===== src/verilog/fprid_pkg.sv =====
// Shared constants and types for the flash sleep, read-parameter and identify command block
package fprid_pkg;
  // Command opcodes
  localparam logic [7:0] OP_ENTER_SLEEP = 8'hb9; // enter_sleep_cmd
  localparam logic [7:0] OP_RELEASE_SLEEP = 8'hab; // release_sleep_cmd and legacy_identify_cmd
  localparam logic [7:0] OP_SET_RD_PERSIST = 8'h65; // set_read_params_persistent
  localparam logic [7:0] OP_SET_RD_TEMP_A = 8'hc0; // set_read_params_temporary
  localparam logic [7:0] OP_SET_RD_TEMP_B = 8'h63; // set_read_params_temporary, alias
  localparam logic [7:0] OP_SET_EXT_PERSIST = 8'h85; // set_ext_params_persistent
  localparam logic [7:0] OP_SET_EXT_TEMP = 8'h83; // set_ext_params_temporary
  localparam logic [7:0] OP_QUERY_RD = 8'h61; // query_read_params
  localparam logic [7:0] OP_QUERY_EXT = 8'h81; // query_ext_params
  // Read parameter field layout
  localparam int WRAP_SIZE_LSB = 0; // wrap_size_bit1..bit0
  localparam int WRAP_SIZE_W = 2;
  localparam int WRAP_EN_BIT = 2; // wrap_enable
  localparam int DUMMY_LSB = 3; // dummy_count_bit3..bit0
  localparam int DUMMY_W = 4;
  localparam int PIN_SEL_BIT = 7; // hold_reset_pin_select
  localparam int EXT_W = 3; // drive_strength_bit2..bit0
  // Reset values
  localparam logic [7:0] RD_PARAM_DEFAULT = 8'h00;
  localparam logic [2:0] EXT_PARAM_DEFAULT = 3'h5; // Encoding taken as the 50 percent drive step
  localparam logic [7:0] DEVICE_ID_DEFAULT = 8'h5a; // Arbitrary identifier value
  // Address and wrap geometry
  localparam int ADDR_W = 24;
  localparam logic [ADDR_W-1:0] WRAP_MIN_BYTES = 24'h000008; // Smallest wrap window
  localparam int WIN_MAX_LSB = 6; // Bits above this never change inside any window
  // Pin synchroniser layout
  localparam int PIN_SCK = 0;
  localparam int PIN_CS = 1;
  localparam int PIN_STRAP = 2;
  localparam int PIN_IO_LSB = 3;
  localparam int PIN_W = 7;
  localparam logic [PIN_W-1:0] PIN_RESET = 7'h02; // Chip select idles high
  localparam logic [3:0] SO_MASK = 4'h2; // Serial output line in single-bit mode
  localparam logic [3:0] QUAD_MASK = 4'hf;
  localparam logic [1:0] ID_DUMMY_LAST = 2'h2; // Third dummy byte
  // Timing
  localparam int CLK_PERIOD_NS = 40;
  localparam int SLEEP_ENTRY_TIME_NS = 3000; // sleep_entry_time
  localparam int WAKE_RECOVERY_TIME_NS = 5000; // wake_recovery_time
  localparam int SLEEP_ENTRY_CYC = (SLEEP_ENTRY_TIME_NS / CLK_PERIOD_NS < 1) ? 1 :
                                   SLEEP_ENTRY_TIME_NS / CLK_PERIOD_NS;
  localparam int WAKE_RECOVERY_CYC = (WAKE_RECOVERY_TIME_NS / CLK_PERIOD_NS < 1) ? 1 :
                                     WAKE_RECOVERY_TIME_NS / CLK_PERIOD_NS;
  localparam int TMR_W = 8;
  localparam logic [TMR_W-1:0] SLEEP_TMR_LOAD = TMR_W'(SLEEP_ENTRY_CYC);
  localparam logic [TMR_W-1:0] WAKE_TMR_LOAD = TMR_W'(WAKE_RECOVERY_CYC);
  localparam logic [TMR_W-1:0] TMR_LAST = 8'h01;
  // Command sequencer states
  typedef enum logic [2:0] {ST_OPC, ST_PARAM, ST_DUMMY, ST_SEND, ST_DONE, ST_IGNORE} fprid_state_t;
endpackage


===== src/verilog/fprid_wrap_if.sv =====
// Carrier between the command block and its read address stepper
interface fprid_wrap_if;
  logic [fprid_pkg::ADDR_W-1:0] cur_addr; // Present read address
  logic wrap_en; // Wrap window active
  logic [fprid_pkg::WRAP_SIZE_W-1:0] wrap_size; // Window size code
  logic [fprid_pkg::ADDR_W-1:0] next_addr; // Following read address
  modport owner (output cur_addr, output wrap_en, output wrap_size, input next_addr);
  modport calc (input cur_addr, input wrap_en, input wrap_size, output next_addr);
endinterface


===== src/verilog/fprid_wrap.sv =====
// Next read address, either linear or wrapped inside an aligned window
module fprid_wrap (
  fprid_wrap_if.calc wif
);
  logic [fprid_pkg::ADDR_W-1:0] win_mask; // Low bits that move inside the window
  logic [fprid_pkg::ADDR_W-1:0] inc_addr; // Plain increment over the whole array

  // Window of 8, 16, 32 or 64 bytes, always inside one page
  assign win_mask = (fprid_pkg::WRAP_MIN_BYTES << wif.wrap_size) - 24'h000001;
  assign inc_addr = wif.cur_addr + 24'h000001;
  // Upper bits held, low bits roll back to window start
  assign wif.next_addr = wif.wrap_en ? ((wif.cur_addr & ~win_mask) | (inc_addr & win_mask))
                                     : inc_addr;
endmodule


===== src/verilog/fprid_top.sv =====
// Sleep, read-parameter, extended-parameter and legacy identify command handling of a serial flash
module fprid_top #(
  parameter logic [7:0] DEVICE_ID = fprid_pkg::DEVICE_ID_DEFAULT // Arbitrary identifier value
) (
  input wire logic ref_clk_in,
  input wire logic resetn_in,
  input wire logic sck_in,
  input wire logic cs_n_in,
  input wire logic [3:0] io_in,
  input wire logic quad_mode_in,
  input wire logic write_in_progress_in,
  input wire logic dedicated_reset_pin_in,
  input wire logic rd_start_in,
  input wire logic [fprid_pkg::ADDR_W-1:0] rd_start_addr_in,
  input wire logic rd_step_in,
  output logic [3:0] io_out,
  output logic [3:0] io_oe_out,
  output logic asleep_out,
  output logic busy_out,
  output logic [7:0] read_params_out,
  output logic [fprid_pkg::EXT_W-1:0] ext_params_out,
  output logic shared_pin_reset_out,
  output logic [fprid_pkg::ADDR_W-1:0] rd_addr_out
);
  // Pin synchronisers
  logic [fprid_pkg::PIN_W-1:0] pins_raw; // All pins gathered
  logic [fprid_pkg::PIN_W-1:0] sync1_reg; // First stage, read only by second
  logic [fprid_pkg::PIN_W-1:0] sync2_reg; // Second stage, safe to use
  logic sck_prev_reg; // Clock level one cycle ago
  logic cs_prev_reg; // Select level one cycle ago
  // Receive path
  logic [7:0] shift_reg; // Incoming bits
  logic [2:0] bit_cnt_reg; // Position inside byte
  // Sequencer
  fprid_pkg::fprid_state_t st_reg; // Command progress
  logic [7:0] opcode_reg; // Latched opcode
  logic [7:0] param_reg; // Latched parameter byte
  logic [1:0] dummy_cnt_reg; // Identify dummy bytes seen
  // Transmit path
  logic [7:0] tx_src_reg; // Byte to repeat
  logic [7:0] tx_reg; // Byte being shifted out
  logic [2:0] tx_cnt_reg; // Position inside outgoing byte
  logic [3:0] io_out_reg; // Driven data
  logic [3:0] io_oe_reg; // Driven enables
  // Power state
  logic asleep_reg; // Low-power state reached
  logic busy_reg; // Entry or recovery running
  logic entering_reg; // Running timer is for entry
  logic [fprid_pkg::TMR_W-1:0] tmr_reg; // Cycles left
  // Parameter registers
  logic [7:0] nv_rd_reg; // Persistent read parameters
  logic [7:0] vol_rd_reg; // Working read parameters
  logic [fprid_pkg::EXT_W-1:0] nv_ext_reg; // Persistent drive strength
  logic [fprid_pkg::EXT_W-1:0] vol_ext_reg; // Working drive strength
  logic reload_reg; // Copy persistent into working once
  logic pin_reset_reg; // Shared pin acts as reset
  logic [fprid_pkg::ADDR_W-1:0] rd_addr_reg; // Read address pointer

  // Decoded strobes
  logic sck_s; // Synchronised serial clock
  logic cs_n_s; // Synchronised select
  logic strap_s; // Synchronised variant strap
  logic [3:0] io_s; // Synchronised data lines
  logic sck_rise, sck_fall, cs_act, cs_rise;
  logic last_bit, byte_done;
  logic [7:0] in_byte;
  logic op_is_ab, op_is_set, op_is_query, op_ok;
  fprid_pkg::fprid_state_t op_next;
  logic load_query, load_id, tx_load, tx_last;
  logic [7:0] tx_load_val, tx_shifted;
  logic end_sleep, end_wake, end_set, sleep_done;

  fprid_wrap_if wif ();

  // Address stepper
  fprid_wrap u_wrap (
    .wif(wif)
  );

  assign pins_raw = {io_in, dedicated_reset_pin_in, cs_n_in, sck_in};

  // Two flip-flops per pin before any logic looks at it
  for (genvar gi = 0; gi < fprid_pkg::PIN_W; gi++) begin : g_sync
    always_ff @(posedge ref_clk_in or negedge resetn_in) begin
      if (!resetn_in) begin
        sync1_reg[gi] <= fprid_pkg::PIN_RESET[gi];
        sync2_reg[gi] <= fprid_pkg::PIN_RESET[gi];
      end else begin
        sync1_reg[gi] <= pins_raw[gi];
        sync2_reg[gi] <= sync1_reg[gi];
      end
    end
  end

  assign sck_s = sync2_reg[fprid_pkg::PIN_SCK];
  assign cs_n_s = sync2_reg[fprid_pkg::PIN_CS];
  assign strap_s = sync2_reg[fprid_pkg::PIN_STRAP];
  assign io_s = sync2_reg[fprid_pkg::PIN_IO_LSB +: 4];

  // Edge history
  always_ff @(posedge ref_clk_in or negedge resetn_in) begin
    if (!resetn_in) begin
      sck_prev_reg <= 1'h0;
      cs_prev_reg <= 1'h1;
    end else begin
      sck_prev_reg <= sck_s;
      cs_prev_reg <= cs_n_s;
    end
  end

  assign sck_rise = sck_s & ~sck_prev_reg;
  assign sck_fall = ~sck_s & sck_prev_reg;
  assign cs_act = ~cs_n_s;
  assign cs_rise = cs_n_s & ~cs_prev_reg;

  // Byte framing, nibble pairs in quad mode
  assign last_bit = quad_mode_in ? (bit_cnt_reg == 3'h1) : (bit_cnt_reg == 3'h7);
  assign in_byte = quad_mode_in ? {shift_reg[3:0], io_s} : {shift_reg[6:0], io_s[0]};
  assign byte_done = cs_act & sck_rise & last_bit;

  // Shift in on rising serial clock
  always_ff @(posedge ref_clk_in or negedge resetn_in) begin
    if (!resetn_in) begin
      shift_reg <= 8'h00;
      bit_cnt_reg <= 3'h0;
    end else if (!cs_act) begin
      bit_cnt_reg <= 3'h0;
    end else if (sck_rise) begin
      shift_reg <= in_byte;
      bit_cnt_reg <= last_bit ? 3'h0 : bit_cnt_reg + 3'h1;
    end
  end

  // Opcode classification
  assign op_is_ab = (in_byte == fprid_pkg::OP_RELEASE_SLEEP);
  assign op_is_set = (in_byte == fprid_pkg::OP_SET_RD_PERSIST) | (in_byte == fprid_pkg::OP_SET_RD_TEMP_A) |
                     (in_byte == fprid_pkg::OP_SET_RD_TEMP_B) | (in_byte == fprid_pkg::OP_SET_EXT_PERSIST) |
                     (in_byte == fprid_pkg::OP_SET_EXT_TEMP);
  assign op_is_query = (in_byte == fprid_pkg::OP_QUERY_RD) | (in_byte == fprid_pkg::OP_QUERY_EXT);
  // Busy windows refuse all; asleep only release; release refused during a write
  assign op_ok = ~busy_reg & (~asleep_reg | op_is_ab) & ~(op_is_ab & write_in_progress_in);
  assign op_next = !op_ok ? fprid_pkg::ST_IGNORE :
                   (in_byte == fprid_pkg::OP_ENTER_SLEEP) ? fprid_pkg::ST_DONE :
                   op_is_ab ? fprid_pkg::ST_DUMMY :
                   op_is_set ? fprid_pkg::ST_PARAM :
                   op_is_query ? fprid_pkg::ST_SEND : fprid_pkg::ST_IGNORE;

  // Command sequencer, restarted by every deselect
  always_ff @(posedge ref_clk_in or negedge resetn_in) begin
    if (!resetn_in) begin
      st_reg <= fprid_pkg::ST_OPC;
      opcode_reg <= 8'h00;
      param_reg <= 8'h00;
      dummy_cnt_reg <= 2'h0;
    end else if (!cs_act) begin
      st_reg <= fprid_pkg::ST_OPC;
      dummy_cnt_reg <= 2'h0;
    end else if (sck_rise) begin
      unique case (st_reg)
        // Opcode byte
        fprid_pkg::ST_OPC: begin
          if (last_bit) begin
            st_reg <= op_next;
            opcode_reg <= in_byte;
          end
        end
        // Parameter data byte, bit for bit
        fprid_pkg::ST_PARAM: begin
          if (last_bit) begin
            st_reg <= fprid_pkg::ST_DONE;
            param_reg <= in_byte;
          end
        end
        // Three dummy bytes before the identifier
        fprid_pkg::ST_DUMMY: begin
          if (last_bit) begin
            dummy_cnt_reg <= dummy_cnt_reg + 2'h1;
            if (dummy_cnt_reg == fprid_pkg::ID_DUMMY_LAST) begin
              st_reg <= fprid_pkg::ST_SEND;
            end
          end
        end
        // Any clock past a complete command spoils it
        fprid_pkg::ST_DONE: st_reg <= fprid_pkg::ST_IGNORE;
        // Output and ignore phases wait for deselect
        fprid_pkg::ST_SEND, fprid_pkg::ST_IGNORE: st_reg <= st_reg;
      endcase
    end
  end

  // Transmit byte selection, queries read the persistent copies
  assign load_query = byte_done & (st_reg == fprid_pkg::ST_OPC) & (op_next == fprid_pkg::ST_SEND);
  assign load_id = byte_done & (st_reg == fprid_pkg::ST_DUMMY) & (dummy_cnt_reg == fprid_pkg::ID_DUMMY_LAST);
  assign tx_load = load_query | load_id;
  assign tx_load_val = load_id ? DEVICE_ID :
                       (in_byte == fprid_pkg::OP_QUERY_RD) ? nv_rd_reg :
                       {5'h00, nv_ext_reg};
  assign tx_last = quad_mode_in ? (tx_cnt_reg == 3'h1) : (tx_cnt_reg == 3'h7);
  assign tx_shifted = quad_mode_in ? {tx_reg[3:0], 4'h0} : {tx_reg[6:0], 1'h0};

  // Shift out on falling serial clock, byte repeats while selected
  always_ff @(posedge ref_clk_in or negedge resetn_in) begin
    if (!resetn_in) begin
      tx_src_reg <= 8'h00;
      tx_reg <= 8'h00;
      tx_cnt_reg <= 3'h0;
      io_out_reg <= 4'h0;
      io_oe_reg <= 4'h0;
    end else if (!cs_act) begin
      tx_cnt_reg <= 3'h0;
      io_oe_reg <= 4'h0;
    end else if (tx_load) begin
      tx_src_reg <= tx_load_val;
      tx_reg <= tx_load_val;
      tx_cnt_reg <= 3'h0;
    end else if ((st_reg == fprid_pkg::ST_SEND) && sck_fall) begin
      io_out_reg <= quad_mode_in ? tx_reg[7:4] : (fprid_pkg::SO_MASK & {4{tx_reg[7]}});
      io_oe_reg <= quad_mode_in ? fprid_pkg::QUAD_MASK : fprid_pkg::SO_MASK;
      tx_reg <= tx_last ? tx_src_reg : tx_shifted;
      tx_cnt_reg <= tx_last ? 3'h0 : tx_cnt_reg + 3'h1;
    end
  end

  // Frame-end actions on select rising
  assign end_sleep = cs_rise & (st_reg == fprid_pkg::ST_DONE) & (opcode_reg == fprid_pkg::OP_ENTER_SLEEP) &
                     ~asleep_reg & ~busy_reg;
  assign end_wake = cs_rise & asleep_reg & ~busy_reg & (opcode_reg == fprid_pkg::OP_RELEASE_SLEEP) &
                    ((st_reg == fprid_pkg::ST_DUMMY) | (st_reg == fprid_pkg::ST_SEND));
  assign end_set = cs_rise & (st_reg == fprid_pkg::ST_DONE) & (opcode_reg != fprid_pkg::OP_ENTER_SLEEP);
  assign sleep_done = busy_reg & entering_reg & (tmr_reg == fprid_pkg::TMR_LAST);

  // Entry and recovery timer
  always_ff @(posedge ref_clk_in or negedge resetn_in) begin
    if (!resetn_in) begin
      asleep_reg <= 1'h0;
      busy_reg <= 1'h0;
      entering_reg <= 1'h0;
      tmr_reg <= '0;
    end else if (end_sleep) begin
      busy_reg <= 1'h1;
      entering_reg <= 1'h1;
      tmr_reg <= fprid_pkg::SLEEP_TMR_LOAD;
    end else if (end_wake) begin
      busy_reg <= 1'h1;
      entering_reg <= 1'h0;
      tmr_reg <= fprid_pkg::WAKE_TMR_LOAD;
    end else if (busy_reg) begin
      if (tmr_reg == fprid_pkg::TMR_LAST) begin
        busy_reg <= 1'h0;
        asleep_reg <= entering_reg;
      end else begin
        tmr_reg <= tmr_reg - fprid_pkg::TMR_LAST;
      end
    end
  end

  // Parameter registers
  always_ff @(posedge ref_clk_in or negedge resetn_in) begin
    if (!resetn_in) begin
      nv_rd_reg <= fprid_pkg::RD_PARAM_DEFAULT;
      vol_rd_reg <= fprid_pkg::RD_PARAM_DEFAULT;
      nv_ext_reg <= fprid_pkg::EXT_PARAM_DEFAULT;
      vol_ext_reg <= fprid_pkg::EXT_PARAM_DEFAULT;
      reload_reg <= 1'h1;
    end else if (reload_reg || sleep_done) begin
      // Working copies restart from persistent ones, so wrap mode follows the persistent wrap_enable bit
      vol_rd_reg <= nv_rd_reg;
      vol_ext_reg <= nv_ext_reg;
      reload_reg <= 1'h0;
    end else if (end_set) begin
      if (opcode_reg == fprid_pkg::OP_SET_RD_PERSIST) begin
        nv_rd_reg <= param_reg;
        vol_rd_reg <= param_reg;
      end else if ((opcode_reg == fprid_pkg::OP_SET_RD_TEMP_A) || (opcode_reg == fprid_pkg::OP_SET_RD_TEMP_B)) begin
        vol_rd_reg <= param_reg;
      end else if (opcode_reg == fprid_pkg::OP_SET_EXT_PERSIST) begin
        nv_ext_reg <= param_reg[fprid_pkg::EXT_W-1:0];
        vol_ext_reg <= param_reg[fprid_pkg::EXT_W-1:0];
      end else begin
        vol_ext_reg <= param_reg[fprid_pkg::EXT_W-1:0];
      end
    end
  end

  // Field split of the working read register
  assign wif.cur_addr = rd_addr_reg;
  assign wif.wrap_en = vol_rd_reg[fprid_pkg::WRAP_EN_BIT];
  assign wif.wrap_size = vol_rd_reg[fprid_pkg::WRAP_SIZE_LSB +: fprid_pkg::WRAP_SIZE_W];

  // Read address pointer, stepped by the array read logic
  always_ff @(posedge ref_clk_in or negedge resetn_in) begin
    if (!resetn_in) begin
      rd_addr_reg <= '0;
    end else if (rd_start_in && !asleep_reg) begin
      rd_addr_reg <= rd_start_addr_in;
    end else if (rd_step_in && !asleep_reg) begin
      rd_addr_reg <= wif.next_addr;
    end
  end

  // Shared pin role; a dedicated reset pin never follows the select bit
  always_ff @(posedge ref_clk_in or negedge resetn_in) begin
    if (!resetn_in) begin
      pin_reset_reg <= 1'h0;
    end else begin
      pin_reset_reg <= vol_rd_reg[fprid_pkg::PIN_SEL_BIT] & ~strap_s;
    end
  end

  // Outputs straight from flip-flops
  assign io_out = io_out_reg;
  assign io_oe_out = io_oe_reg;
  assign asleep_out = asleep_reg;
  assign busy_out = busy_reg;
  assign read_params_out = vol_rd_reg;
  assign ext_params_out = vol_ext_reg;
  assign shared_pin_reset_out = pin_reset_reg;
  assign rd_addr_out = rd_addr_reg;

  localparam int SLP_MAX = fprid_pkg::SLEEP_ENTRY_CYC + 1;
  localparam int WAKE_MAX = fprid_pkg::WAKE_RECOVERY_CYC + 1;
endmodule


===== config.mk =====
export PLATFORM = sky130hd
export DESIGN_NAME = fprid_top
export DESIGN_NICKNAME = d
export VERILOG_FILES = /design/src/verilog/fprid_pkg.sv /design/src/verilog/fprid_wrap_if.sv /design/src/verilog/fprid_wrap.sv /design/src/verilog/fprid_top.sv
export SDC_FILE = /design/constraint.sdc
export NUM_CORES = 1
export LEC_CHECK = 0
export BUFFER_PORTS_ARGS = -buffer_cell sky130_fd_sc_hd__buf_4
export CORE_UTILIZATION = 58
export CTS_CLUSTER_SIZE = 8
export DETAILED_ROUTE_END_ITERATION = 12
export PLACE_DENSITY = 0.8
export SYNTH_ARGS = -nofsm -noshare
export SYNTH_HDL_FRONTEND = slang
export SYNTH_SLANG_ARGS = --single-unit

===== constraint.sdc =====
create_clock -name ref_clk_in -period 2.9 [get_ports ref_clk_in]
set_input_delay 0.29 -clock ref_clk_in [delete_from_list [all_inputs] [get_ports ref_clk_in]]
set_output_delay 0.29 -clock ref_clk_in [all_outputs]
set_load 0.02 [all_outputs]

After elaboration in Yosys (flattened, before gate mapping)
Index checks and enable logic that the tools add are counted.
Storage, ports and cells
  register bits after elaboration: 133
  bits of input ports: 37
  word-level logic and storage cells: 224
Cells by class
  $add $sub $neg: 6
  eq/ne operators: 37
  shift-type cells: 1
  muxes and demuxes: 58
  bitwise gates (word level): 50
  reductions and logical operators: 34
Operator list (count)
  $mux W8: 15
  $eq A8 B8 Y1 const B: 10
  $mux W24: 3
  $mux W3: 22
  $and A24 B24 Y24: 2
  $eq A8 B7 Y1 const B: 5
  $add A24 B1 Y24 const B: 1
  $and A1 B1 Y1: 24
  $not A24 Y24: 1
  $or A24 B24 Y24: 1
  $shl A4 B2 Y24 const A: 1
  $sub A24 B1 Y24 const B: 1
  $mux W4: 5
  $reduce_bool A2 Y1: 8
  $not A1 Y1: 14
  $eq A3 B3 Y1 const B: 4
  $ne A3 B3 Y1 const B: 4
  $pmux W3 S4: 1
  $reduce_and A2 Y1: 6
  $reduce_and A3 Y1: 4
  $reduce_and A4 Y1: 3
  $eq A3 B1 Y1 const B: 3
  $eq A3 B2 Y1 const B: 3
  $reduce_bool A3 Y1: 3
  other kinds (18): 42

Logic depth before layout (Yosys ltp)
  word-level depth: 15
  mapped depth: 10

Modules after synthesis
A second synthesis with hierarchy kept.
Unflattened totals
  cells, all modules: 692
  area, all modules: 6985.4 µm²
By module, submodules not included
  fprid_top: times used 1, cells an instance 622, area an instance 6478.7 µm²
  fprid_wrap: times used 1, cells an instance 70, area an instance 506.7 µm²

Least setup slack after synthesis
No wires, ideal clock.
  path type: register to register
  start point: reg sync2_reg (netlist bit cs_n_s)
  end point: reg tmr_reg[4] in the netlist's numbering
  data arrival time: 2081 ps
  required time: 2774 ps
  path slack: 692 ps
  stages on the path, launching flop included: 8
  buffers on the path: 1
  clock period less this slack: 2208 ps
  path through: dfstp_2 -> buf_2 -> nand2b_1 -> or3_1 -> or4_1 -> a21o_1 -> a32oi_1 -> nand2_1
On the way
  cells in the longest elaborated chain, start to end: 7
  elaborated cells on any way between the ends: 14
  classes of those cells: eq/ne: 1; mux: 2; bitwise: 9; reduce/logical: 2
RTL lines
  from (decl): RTL line fprid_top.sv:28  | logic [fprid_pkg::PIN_W-1:0] sync2_reg;
  from (signal, indexed assignment): RTL line fprid_top.sv:87  | sync2_reg[gi] <= fprid_pkg::PIN_RESET[gi];
  from (signal, indexed assignment): RTL line fprid_top.sv:90  | sync2_reg[gi] <= sync1_reg[gi];
  $and A1 B1 Y1 (*): RTL line fprid_top.sv:114  | assign cs_rise = cs_n_s & ~cs_prev_reg;
  $and A1 B1 Y1, on equally long branches (3 in a row): RTL line fprid_top.sv:225, fprid_top.sv:227
  $and A1 B1 Y1, on equally long branches: RTL line fprid_top.sv:226, fprid_top.sv:227
  $ne A3 B3 Y1 (no source line) (tied with other cells)
  $reduce_and A2 Y1 (no source line) / $mux W8 (equally long branches)
  to (signal assigned): RTL line fprid_top.sv:242  | tmr_reg <= fprid_pkg::SLEEP_TMR_LOAD;
  to (signal assigned): RTL line fprid_top.sv:246  | tmr_reg <= fprid_pkg::WAKE_TMR_LOAD;
  to (signal assigned): RTL line fprid_top.sv:252  | tmr_reg <= tmr_reg - fprid_pkg::TMR_LAST;
  to (decl): RTL line fprid_top.sv:49  | logic [fprid_pkg::TMR_W-1:0] tmr_reg;
Every way passes the cells marked *; elsewhere a longest branch is shown, timed or not.
A chain may end at the register's enable or synchronous reset.

Worst setup path in the final report
  start point: reg shift_reg[1]
  end point: reg tx_src_reg[3]
On the way
  cells in the longest elaborated chain, start to end: 14
  elaborated cells on any way between the ends: 31
  classes of those cells: eq/ne: 10; mux: 8; bitwise: 12; reduce/logical: 1
RTL lines
  from (decl): RTL line fprid_top.sv:32  | logic [7:0] shift_reg;
  from (signal assigned): RTL line fprid_top.sv:129  | shift_reg <= in_byte;
  $mux W8 (*): RTL line fprid_top.sv:118  | assign in_byte = quad_mode_in ? {shift_reg[3:0], io_s} : {shift_reg[6:0], io_s[0]};
  $eq A8 B7 Y1 / $eq A8 B8 Y1 (equally long branches): RTL line fprid_top.sv:136  | assign op_is_set = (in_byte == fprid_pkg::OP_SET_RD_PERSIST) | (in_byte == fprid_pkg::OP_SET_RD_TEMP_A) |
  $or A1 B1 Y1 (2 in a row): RTL line fprid_top.sv:136
  $or A1 B1 Y1 (2 in a row): RTL line fprid_top.sv:137  | (in_byte == fprid_pkg::OP_SET_RD_TEMP_B) | (in_byte == fprid_pkg::OP_SET_EXT_PERSIST) |
  $mux W3: RTL line fprid_top.sv:145  | op_is_set ? fprid_pkg::ST_PARAM :
  $mux W3: RTL line fprid_top.sv:144  | op_is_ab ? fprid_pkg::ST_DUMMY :
  $mux W3: RTL line fprid_top.sv:143  | (in_byte == fprid_pkg::OP_ENTER_SLEEP) ? fprid_pkg::ST_DONE :
  $mux W3: RTL line fprid_top.sv:142  | assign op_next = !op_ok ? fprid_pkg::ST_IGNORE :
  $eq A3 B2 Y1: RTL line fprid_top.sv:192  | assign load_query = byte_done & (st_reg == fprid_pkg::ST_OPC) & (op_next == fprid_pkg::ST_SEND);
  $and A1 B1 Y1: RTL line fprid_top.sv:192
  $or A1 B1 Y1: RTL line fprid_top.sv:194  | assign tx_load = load_query | load_id;
  $reduce_and A2 Y1 (no source line)
  to (signal assigned): RTL line fprid_top.sv:213  | tx_src_reg <= tx_load_val;
  to (decl): RTL line fprid_top.sv:40  | logic [7:0] tx_src_reg;
Marked as above.

==> run metrics <==
VDD IR max 0.3471 mV; PwrDens 598.4 nW/um2; status complete, but fails checks; largest cells by area after synthesis dfrtp_1 (45%), mux2i_1 (4.7%), nand2_1 (3.9%), a21oi_1 (3.8%), o21ai_0 (3.6%); area grow syn2layout 20.69%; Avg WL per Cell 17.13 um; R2R setup slack 0.29 ns; post-layout min period 2.611 ns; Filler cells 837; total gr overflow 0; commonest non-fill, non-tap cell in the layout dfrtp_1; kind of critical path flop to flop; vias 5,638; GP Congestion 0.8840; Syn Area/Cell 9.813 um2; Die Ht 110.2 um; Crit Path Max Fanout 25; DP Wirelength 10,740 um; port bufs 82; Syn Inst Count 692; critical path's slowest cell dfrtp_1; Synth Flop Type dfrtp_1; fin crit share 0.9004; detailed-route DRC error count 0; fmax 383.0 MHz; Synth top area share 0.4533; root buffer cell clkbuf_16; CTS sink count roughly 130; clock skew between 0.005 and 0.006 ns; Final Routed Wirelength roughly 16,000 um; slowest stage delay, CP 0.49 ns; R2R cell count 6; nets@finish 819; antenna cells 0; Slew @ Worst Pin 0.8041 ns; tightest slew margin relative to the limit 0.4599; RSZ-0062 raised after global routing false; overall routing resource usage 0.2797; Total Die Area between 10,000 and 15,000 um2; Highest Signal Layer met4; Crit. End Element flop; Non-Filler Instances 930; post-layout util 0.7177; Hold Crit Class input port to asynchronous set/reset pin; antenna violations before repair 0; placement row count 39; Post-CTS Hold Fix Bufs 7; IO Pins between 80 and 90; vias in the first global route 5,334; CP top delay family compound AO/OA/AOI/OAI gates; final-report hold violation count 25; CP required 3.26 ns; asr flop ratio synth 1.000; Max Cap Viol 0; cell area after synthesis 6790 um2; DR iter-0 viols 494; Placement Cell Area 7532 um2; Critical R2R Capture tx_src_reg[3]; failing checks hold timing; Worst-path clk slew 0.06 ns; max-slew violation count 0; FF+latch count, synth about 130; Worst R2R Start shift_reg[1]; library cells used by synthesis 72; DIE WIDTH 110.2 um; total setup buffers inserted after CTS 0; CORE AREA 11,420 um2; met3 routed WL 913 um; Synth area leader dfrtp_1; setup violators final 0; placed cells 892; post-route ant nets 0; post-route cell area 8195 um2; setup TNS 0 ns; met1 wire length 6839 um; Pleak 3.758 nW; CTS tree built; iteration count of the initial detailed-routing pass 5; first-pass GRT wire length 25,740 um; Post-Syn Nets 736; Post-CTS Resized 0; Yosys warnings 0; Seq/Total Area, Yosys 0.4842; DR vias/cell 6.062; Buf/Inv on CP 0; CP Launch Type flop; clock latency on the worst-skew pair between 0.4 and 0.5 ns; worst path cell trace mux2i_1, mux4_2, a2111oi_4, nand3_4, o21ai_0, a21o_1; initial core utilization 0.5947; EDFF count, synth 0; largest net degree at the start of global routing approximately 130; hold_ws -0.06855 ns; Num CTS Buffers 17; share of post-route cells with drive strength above 1 0.2224; met2 wire length 7828 um; clk buf depth 2; critical path arrival approximately 3 ns; H-Tree Depth 4; most frequent cells in the layout dfrtp_1 (123), buf_4 (98), nand2_1 (71), nor2_1 (54), a21oi_1 (52)
[report_power, final]
part | leakage, nW | internal [W] | switching [W]
registers | 1.62 | 0.00195 | 0.000175
logic | 1.85 | 0.000279 | 0.000332
clock network | 0.285 | 0.00138 | 0.000782
[synthesized netlist by cell type (4+ instances only)]
cell type,instances
xnor2_1,9
or4_1,5
buf_4,5
o21ai_0,49
nand4_1,10
mux2i_1,32
xor2_1,12
and2_1,4
or3_1,6
dfrtp_1,123
a32oi_1,7
dfstp_2,8
and3b_1,7
inv_1,17
a31oi_1,6
o21ai_1,5
mux2_2,20
nand3_1,21
o22ai_1,5
nor4_1,8
and3_1,8
clkbuf_1,25
a21oi_1,52
ha_1,7
nor2b_1,9
a21o_1,4
nor2_1,54
nor3b_1,8
o211ai_1,10
nor3_1,11
nand2b_1,9
nand2_1,71
buf_2,8
[stage by stage]
stage	setup slack, ns	power (W)
after floorplan	0.6924	0.002484
after global placement	0.3266	0.002718
after detailed placement	0.1755	0.002750
after CTS	0.3412	0.004923
after global routing	0.1462	0.005093
final	0.2890	0.004904
[cell families (layout without fill, tap and decap cells)]
logic type,Yosys count,count (layout),synth area share
other,1,1,0.0005523
AO/OA/AOI/OAI,163,163,0.1476
XOR/XNOR,21,21,0.02709
multiplexers,54,54,0.08568
buffers and inverters,59,154,0.03906
adder cells (fa/ha/maj),7,7,0.01290
AND/OR/NAND/NOR,256,256,0.2029
flip-flops,131,131,0.4842
[worst max-delay path by stage]
stage | slack (ns) | from | depth (start not counted) | to
6_report | 0.29 | shift_reg[1] | 6 | tx_src_reg[3]
5_1_grt | 0.15 | shift_reg[1] | 6 | tx_reg[3]
4_1_cts | 0.34 | shift_reg[1] | 6 | tx_src_reg[3]
3_5_place_dp | 0.18 | quad_mode_in | 7 | tx_src_reg[3]
3_3_place_gp | 0.33 | quad_mode_in | 7 | tx_reg[3]
2_1_floorplan | 0.69 | cs_n_s | 7 | tmr_reg[4]
[final cells by class]
type | instances | area [um2] | area share
timing repair buffer | 106 | 825.8 | 0.1008
inverter | 17 | 63.81 | 0.007786
clock inverter | 10 | 132.6 | 0.01618
sequential | 131 | 3288 | 0.4012
tap | 143 | 178.9 | 0.02183
multi-input combinational | 502 | 3246 | 0.3960
clock buffer | 21 | 460.4 | 0.05618
[layer usage]
metal,vias up,track usage
li1,2660,-
met1,2745,0.3612
met2,202,0.4603
met3,31,0.06114
met4,0,0.1109
met5,-,0
(Power assumes the default switching activity.)
